### config.mk
export PLATFORM = sky130hd
export DESIGN_NAME = strobe_host_port
export DESIGN_NICKNAME = d
export VERILOG_FILES = /design/src/verilog/host_port_pkg.sv /design/src/verilog/ack_timer_if.sv /design/src/verilog/ack_timer.sv /design/src/verilog/strobe_host_port.sv
export SDC_FILE = /design/constraint.sdc
export NUM_CORES = 1
export LEC_CHECK = 0
export ABC_CLOCK_PERIOD_IN_PS = 2700
export BUFFER_PORTS_ARGS = -buffer_cell sky130_fd_sc_hd__buf_2
export CORE_MARGIN = 10
export CORE_UTILIZATION = 48
export DETAILED_ROUTE_END_ITERATION = 12
export GPL_TIMING_DRIVEN = 0
export PLACE_DENSITY_LB_ADDON = 0.15
export SLEW_MARGIN = 40
export SYNTH_ARGS = -nofsm -noshare
export SYNTH_HDL_FRONTEND = slang
export SYNTH_SLANG_ARGS = --single-unit
### constraint.sdc
create_clock -name clk_in -period 2.7 [get_ports clk_in]
set_input_delay 0.27 -clock clk_in [delete_from_list [all_inputs] [get_ports clk_in]]
set_output_delay 0.27 -clock clk_in [all_outputs]
set_load 0.05 [all_outputs]
### src/verilog/host_port_pkg.sv
// shared constants and types for the strobe/acknowledge host port
// assumes one master clock; all latencies are counted in its cycles
`default_nettype none
package host_port_pkg;

  // bus and counter widths
  localparam int ADDR_W = 20;
  localparam int DATA_W = 16;
  localparam int CNT_W  = 8;

  // acknowledge latencies in master clock cycles, measured from the
  // first edge that sees chip select and data strobe both active
  localparam logic [CNT_W-1:0] REG_RD_LAT = 8'h0e; // inside 13..16 exclusive
  localparam logic [CNT_W-1:0] REG_WR_LAT = 8'h0c; // inside 11..14 exclusive
  localparam logic [CNT_W-1:0] MEM_RD_MIN = 8'h0e; // least memory read latency
  localparam logic [CNT_W-1:0] MEM_WR_MIN = 8'h0c; // least memory write latency
  localparam logic [CNT_W-1:0] ACK_MAX    = 8'h85; // longest latency, 133 cycles
  // lead of read data over the acknowledge
  localparam logic [CNT_W-1:0] DATA_LEAD  = 8'h01;
  // the timeout acknowledges one cycle early to absorb strobe sampling skew
  localparam logic [CNT_W-1:0] MAX_GUARD  = 8'h02;

  // access sequencer states
  typedef enum logic [2:0] {
    ST_IDLE = 3'b000,
    ST_REG  = 3'b001,
    ST_MEM  = 3'b010,
    ST_HOLD = 3'b011,
    ST_GAP  = 3'b100
  } port_state_t;

endpackage
`default_nettype wire

### src/verilog/ack_timer_if.sv
// signals between the access sequencer and its latency timer
// assumes both ends share the master clock
`timescale 1ns/1ps
`default_nettype none
interface ack_timer_if;
  import host_port_pkg::*;

  logic             run;     // access in progress
  logic             done;    // target has answered
  logic [CNT_W-1:0] target;  // latency for this access
  logic             present; // data goes out next edge, acknowledge the edge after
  logic [CNT_W-1:0] count;   // cycles since the access was taken

  modport ctrl  (output run, done, target, input present, count);
  modport timer (input run, done, target, output present, count);
endinterface
`default_nettype wire

### src/verilog/ack_timer.sv
// latency timer for the host port acknowledge
// assumes run rises on the same edge that takes an access
`timescale 1ns/1ps
`default_nettype none
module ack_timer (
  // clock and reset
  input  wire logic  clk_in,
  input  wire logic  rst_in,
  // sequencer side
  ack_timer_if.timer tif
);
  import host_port_pkg::*;

  typedef struct packed {
    logic [CNT_W-1:0] cnt;
    logic             pre;
  } timer_regs_t;

  timer_regs_t st_ff;
  timer_regs_t nxt_st;

  // count up while running; flag two cycles before the acknowledge
  always_comb begin
    nxt_st = st_ff;
    if (!tif.run) begin
      nxt_st.cnt = '0;
      nxt_st.pre = 1'b0;
    end else begin
      if (st_ff.cnt != ACK_MAX) begin
        nxt_st.cnt = st_ff.cnt + 8'h01;
      end
      // data one cycle ahead
      // the flag and the sequencer register each cost an edge, hence one more
      if (tif.done && nxt_st.cnt >= (tif.target - DATA_LEAD - 8'h01)) begin
        nxt_st.pre = 1'b1;
      end
      if (nxt_st.cnt >= (ACK_MAX - MAX_GUARD - 8'h01)) begin
        nxt_st.pre = 1'b1;
      end
    end
  end

  always_ff @(posedge clk_in) begin
    if (rst_in) begin
      st_ff <= '0;
    end else begin
      st_ff <= nxt_st;
    end
  end

  assign tif.present = st_ff.pre;
  assign tif.count   = st_ff.cnt;
endmodule
`default_nettype wire

### src/verilog/strobe_host_port.sv
// strobe and acknowledge host port: decodes host accesses and answers each one
// not abandoned by a rising strobe with an acknowledge at a fixed or bounded master clock latency.
// assumes host pins are synchronous to clk_in; the wired acknowledge
// and data bus levels are resolved outside from the enables.
`timescale 1ns/1ps
`default_nettype none
module strobe_host_port #(
  parameter int AW = host_port_pkg::ADDR_W,
  parameter int DW = host_port_pkg::DATA_W
) (
  // clock and reset
  input  wire logic          clk_in,
  input  wire logic          rst_in,
  // host bus controls
  input  wire logic          cs_n_in,
  input  wire logic          data_strobe_n_in,
  input  wire logic          rw_in,            // high reads, low writes
  input  wire logic          addr_space_ext_in,
  input  wire logic [AW-1:0] addr_in,
  // host data bus, two-way
  input  wire logic [DW-1:0] data_in,
  output logic      [DW-1:0] data_out,
  output logic               data_oe_out,
  // acknowledge, shared line
  output logic               transfer_ack_n_out,
  output logic               transfer_ack_oe_out,
  // internal register file
  output logic               reg_req_out,
  output logic               reg_we_out,
  output logic      [AW-1:0] reg_addr_out,
  output logic      [DW-1:0] reg_wdata_out,
  input  wire logic [DW-1:0] reg_rdata_in,
  // external memory controller
  output logic               mem_req_out,
  output logic               mem_we_out,
  output logic      [AW-1:0] mem_addr_out,
  output logic      [DW-1:0] mem_wdata_out,
  input  wire logic          mem_ack_in,
  input  wire logic [DW-1:0] mem_rdata_in
);
  import host_port_pkg::*;

  // all sequencer state in one register; ack and ack_oe are kept apart so
  // the line can be driven high long before completion is signalled
  typedef struct packed {
    port_state_t   state;
    logic          is_read;
    logic          ack;     // acknowledge asserted (line low)
    logic          ack_oe;  // acknowledge line driven
    logic          data_oe; // read data on the bus
    logic          done;    // target answered
    logic          reg_req;
    logic          mem_req;
    logic          we;
    logic [AW-1:0] addr;
    logic [DW-1:0] wdata;
    logic [DW-1:0] rdata;
  } port_regs_t;

  port_regs_t st_ff;
  port_regs_t nxt_st;

  // the timer sits apart so its counter can saturate without touching the
  // sequencer; it only ever sees run, done and the target latency
  ack_timer_if tif ();

  // address space decode, used only when an access is taken
  // kept as a function so a wider decode later changes one place only
  function automatic logic is_mem_space(input logic ext);
    return ext;
  endfunction

  // latency for the access kind
  function automatic logic [CNT_W-1:0] lat_of(input logic rd, input logic mem);
    if (mem) begin
      return rd ? MEM_RD_MIN : MEM_WR_MIN;
    end
    return rd ? REG_RD_LAT : REG_WR_LAT;
  endfunction

  // raw pin terms; pins are taken as synchronous, so no extra stage
  logic both_active;
  logic strobe_lost;

  assign both_active = !cs_n_in && !data_strobe_n_in;
  assign strobe_lost = cs_n_in || data_strobe_n_in;

  // sequencer next state
  // the host sees the acknowledge up to a cycle later than the edge count
  // because the strobes are sampled, so latencies sit inside each window
  always_comb begin
    nxt_st = st_ff;
    nxt_st.reg_req = 1'b0;
    // drive the line only while selected
    nxt_st.ack_oe = !cs_n_in;
    case (st_ff.state)
      ST_IDLE: begin
        // take the access on both strobes
        if (both_active) begin
          nxt_st.is_read = rw_in;
          nxt_st.we      = !rw_in;
          nxt_st.addr    = addr_in;
          nxt_st.wdata   = data_in;
          nxt_st.done    = 1'b0;
          if (is_mem_space(addr_space_ext_in)) begin
            nxt_st.state   = ST_MEM;
            nxt_st.mem_req = 1'b1;
          end else begin
            nxt_st.state   = ST_REG;
            nxt_st.reg_req = 1'b1;
          end
        end
      end
      ST_REG, ST_MEM: begin
        // abandon wins over a same-edge answer so no acknowledge follows
        if (strobe_lost) begin
          nxt_st.state   = ST_GAP;
          nxt_st.mem_req = 1'b0;
        end else begin
          // register data is taken in the same cycle as the request pulse
          if (st_ff.state == ST_REG && st_ff.reg_req) begin
            nxt_st.rdata = reg_rdata_in;
            nxt_st.done  = 1'b1;
          end
          // memory request is a level held until the controller answers
          if (st_ff.state == ST_MEM && st_ff.mem_req && mem_ack_in) begin
            nxt_st.mem_req = 1'b0;
            nxt_st.rdata   = mem_rdata_in;
            nxt_st.done    = 1'b1;
          end
          // data out one cycle before the acknowledge
          if (tif.present) begin
            nxt_st.data_oe = st_ff.is_read;
            nxt_st.state   = ST_HOLD;
            nxt_st.mem_req = 1'b0; // a timed out memory access is dropped
          end
        end
      end
      ST_HOLD: begin
        // acknowledge one edge after the data lead
        nxt_st.ack = 1'b1;
        if (strobe_lost) begin
          // data held until a strobe rises
          nxt_st.ack     = 1'b0;
          nxt_st.data_oe = 1'b0;
          nxt_st.state   = ST_GAP;
        end
      end
      ST_GAP: begin
        // a new access needs chip select to have gone high
        // a strobe pulse under a held chip select is ignored here on purpose
        nxt_st.ack     = 1'b0;
        nxt_st.data_oe = 1'b0;
        if (cs_n_in) begin
          nxt_st.state = ST_IDLE;
        end
      end
      default: begin
        nxt_st = '0;
      end
    endcase
  end

  // single state register
  // synchronous reset clears every field; the acknowledge then reads high
  always_ff @(posedge clk_in) begin
    if (rst_in) begin
      st_ff <= '0;
    end else begin
      st_ff <= nxt_st;
    end
  end

  // timer runs only while an access sits in ST_REG or ST_MEM, until its data lead
  // the target follows the captured direction and space, so a host that
  // moves rw_in mid access cannot move the acknowledge
  assign tif.run    = (st_ff.state == ST_REG) || (st_ff.state == ST_MEM);
  assign tif.done   = st_ff.done;
  assign tif.target = lat_of(st_ff.is_read, st_ff.state == ST_MEM);

  // latency timer
  ack_timer ack_timer_i (
    .clk_in (clk_in),
    .rst_in (rst_in),
    .tif    (tif.timer)
  );

  // host side outputs, all from flip-flops
  // line drivers outside use the enables; a released line floats to the
  // pull-up, which the host reads as not yet acknowledged
  assign data_out            = st_ff.rdata;
  assign data_oe_out         = st_ff.data_oe;
  // high while driven and not yet complete
  assign transfer_ack_n_out  = !st_ff.ack;
  assign transfer_ack_oe_out = st_ff.ack_oe;

  // register file side
  assign reg_req_out   = st_ff.reg_req;
  assign reg_we_out    = st_ff.we;
  assign reg_addr_out  = st_ff.addr;
  assign reg_wdata_out = st_ff.wdata;

  // memory side
  // a memory request that times out is dropped; stale read data is still
  // presented, the price of a bounded acknowledge
  assign mem_req_out   = st_ff.mem_req;
  assign mem_we_out    = st_ff.we;
  assign mem_addr_out  = st_ff.addr;
  assign mem_wdata_out = st_ff.wdata;
endmodule
`default_nettype wire

==> flow_summary.ini <==
[power_and_ir_drop]
switching_share_pct = 43.9
p_seq_share_pct = 31.0
pwr-share-clk_pct = 17.8
leakagePower_uw = 0.00255
p_switching_uw = 1850
internal_power_uw = 2360
p_per_area_nw_per_um2 = 830
ir_drop_v = 0.000383
power_frac_comb_pct = 51.1

[synth]
synth_area_leader_cell = dfxtp_1
yosysWarnings = 0
synthTopCellsByCount = buf_4 (92), dfxtp_1 (72), nor2_1 (55), a22oi_1 (27), nand2_1 (21)
synth_ff_type = dfxtp_1
synth_cell_types = 52
synth-seq-cells = 72
synth.area.top_cells = dfxtp_1 (37%), buf_4 (18%), nor2_1 (5.3%)
synth-edff-count = 0
syn_nets = 516
seq_area_frac_synth_pct = 37.0
synth_area_per_cell_um2 = 8.92
syn-cell-area_um2 = 3900
syn_inst = 437
async_reset_ff_share_pct = 0
post-synth-top-area-fraction_pct = 37.0
synth_most_common_cell = buf_4

[finish]
diodes = 0
postLayoutCoreUtil_pct = 64.9
stdcell_area_um2 = 5070
final_cells = 725
fillCellCount = 711
drive_above_1_share_pct = 52.3
final_nets = 698
synthToLayoutAreaGrowth_pct = 30.0

[clocking]
htreeDepth = 3
cts_made_buffers = 9
clock-root-buffer = clkbuf_8
clock_path_buffers = 2
cts.sinks = 72
tritoncts = done
path_clk_slew_ps = 70
clkLatencyLatePin_ps = 340

[global_routing]
grt_pass1_wl_um = 16600
grt_max_degree = 12
grt_overflow = 0
grt_pass1_vias = 3663
track_usage_pct = 16.6
antenna_found_initial = 0

[sta]
relSlewSlack_pct = 60.9
fin_worst_skew_ps = 6.70
final.setup.tns_ps = 0
max_clock_freq_mhz = 402
period_minus_slack_ps = 2490
hold_viol = 0
rsz0062_at_grt = no
fin_crit_sh_pct = 92.1
slew_violations = 0
holdWs_ps = 141
setup_viol = 0
worstMarginPinSlew_ps = 584

[die]
initial_utilization_pct = 49.9
die_w_um = 110
rows = 32
core_area_um2 = 7810
io_pins = 170
die_area_um2 = 12100
die_h_um = 110

[drt]
antenna_left = 0
drt_iter0_markers = 208
drt_wl_total_um = 10200
routedWlPerCell_um = 14.1
vias_per_cell = 4.86
dr.pass1.iters = 4
dr_total_vias = 3523
drcViolationCount = 0

[setup_path]
r2r-end = ack_timer_i.tif.present$_SDFFE_PP0P_
slowest_delay_ps = 390
worstSetupEndpointType = flip-flop
worst-endpoint-required_ps = 2920
start_kind = flip-flop
r2r_setup_slack_ps = 210
crit_top_cell = ha_1
critPathSlowestCell = mux2_2
reg2reg_from = ack_timer_i.tif.count[1]$_SDFF_PP0_
path_class = reg -> reg
crit_chain = inv_1, ha_1, nand4b_1, nor3_4, mux2_2, ha_1, a21bo_2, a21oi_1, nor4b_1, nor3_1, o21ai_1
path_max_fanout = 6
cp.arrival_ps = 2710
reg2reg_depth = 11

[hold_path]
holdPathEnd = reg_req_out$_SDFF_PP0_
hold_depth = 2
holdCritPathClass = in -> reg
min-delay-start = addr_space_ext_in

[place]
port_buffers = 169
place_area_um2 = 4870
hpwlAfterDp_um = 8230
gp_congestion = 0.824
placed_cells = 708

[run_status]
status = complete, no violations

[job]
cap_violations = 0
==> worst max-delay path by stage <==
stage / to / slack [ps] / from / depth (start not counted)
after CTS: ack_timer_i.tif.present$_SDFFE_PP0P_ / 70 / ack_timer_i.tif.count[0]$_SDFF_PP0_ / 10
after floorplan: ack_timer_i.tif.present$_SDFFE_PP0P_ / 350 / ack_timer_i.tif.count[0]$_SDFF_PP0_ / 10
after global placement: ack_timer_i.tif.present$_SDFFE_PP0P_ / 110 / ack_timer_i.tif.count[0]$_SDFF_PP0_ / 10
after detailed placement: ack_timer_i.tif.present$_SDFFE_PP0P_ / 90 / ack_timer_i.tif.count[0]$_SDFF_PP0_ / 10
final: ack_timer_i.tif.present$_SDFFE_PP0P_ / 210 / ack_timer_i.tif.count[1]$_SDFF_PP0_ / 11
after global routing: ack_timer_i.tif.present$_SDFFE_PP0P_ / 60 / ack_timer_i.tif.count[1]$_SDFF_PP0_ / 11
==> registers in the layout, indices dropped and copies added (netlist names) <==
name / flops
ack_timer_i.tif.count: 8
ack_timer_i.tif.present: 1
data_oe_out: 1
data_out: 16
mem_addr_out: 20
mem_req_out: 1
mem_wdata_out: 16
mem_we_out: 1
reg_req_out: 1
st_ff: 5
tif.done: 1
transfer_ack_oe_out: 1
==> what timing repair did <==
action | in CTS | in global routing
hold buffers | 0 | 0
buffers inserted | 0 | 2
endpoints found under the setup margin | 0 | 1
resized for setup | 0 | 2
==> cell type report <==
cell class,instances,area [um2],area share (%)
Tap cell,102,128,2.52
Multi-Input combinational cell,244,1600,31.6
Inverter,7,26.3,0.519
Clock buffer,12,155,3.06
Timing Repair Buffer,171,861,17.0
Sequential cell,72,1440,28.5
Buffer,114,835,16.5
Clock inverter,3,17.5,0.346
==> through the flow <==
| stage | worst slack [ps] | total power [uW] |
|---|---|---|
| finish | 212 | 4210 |
| global route | 58.9 | 4480 |
| CTS | 68.1 | 4250 |
| detailed placement | 91.8 | 3490 |
| global placement | 108 | 3460 |
| floorplan | 346 | 3040 |
==> worst max-delay path: cells and delay by family, from the launching register on <==
kind	cells	cell delay [ps]
adder cells (fa/ha/maj)	2	440
flip-flops	1	360
multiplexers	1	390
AO/OA/AOI/OAI	3	430
AND/OR/NAND/NOR	4	670
buffers and inverters	1	90
==> per-layer routing <==
| metal | vias to the layer above | GRT usage [%] | wire [um] |
|---|---|---|---|
| met2 | 129 | 28.2 | 4860 |
| met3 | 18 | 6.67 | 1130 |
| li1 | 1786 | - | - |
| met1 | 1590 | 18.3 | 4040 |
| met4 | 0 | 6.51 | 181 |
| met5 | - | 0 | 0 |
==> cells in the final DEF, fill, tap and decap left out, types with 3 or more instances in the layout <==
cell type	n
buf_2	175
a21oi_1	9
nand2_1	21
nand4_1	4
buf_6	7
clkbuf_8	11
xor2_1	6
inv_1	6
a22oi_1	27
mux2_2	15
nor2_1	55
ha_1	4
nor3_1	9
buf_4	94
and2_1	3
o21ai_0	19
nand3_1	20
dfxtp_1	71
clkbuf_1	9
a22oi_2	9
==> logic make-up after synthesis <==
| group | after synthesis | synth area share, % |
|---|---|---|
| xor gates and xnor gates | 8 | 2.28 |
| and+or+nand+nor | 132 | 16.8 |
| muxes | 18 | 5.17 |
| AOI/OAI and AO/OA | 82 | 15.4 |
| DFF | 72 | 37.0 |
| buffers and inverters | 121 | 22.1 |
| adders and majority gates | 4 | 1.28 |
==> power by group through the flow <==
stage / clock [uW] / combinational [uW] / sequential, uW
2_1_floorplan: 0 / 1720 / 1320
3_3_place_gp: 0 / 2140 / 1320
3_5_place_dp: 0 / 2160 / 1330
4_1_cts: 773 / 2170 / 1310
5_1_grt: 819 / 2340 / 1330
6_report: 750 / 2150 / 1310
Note: power is estimated with default switching activity, not from simulation.
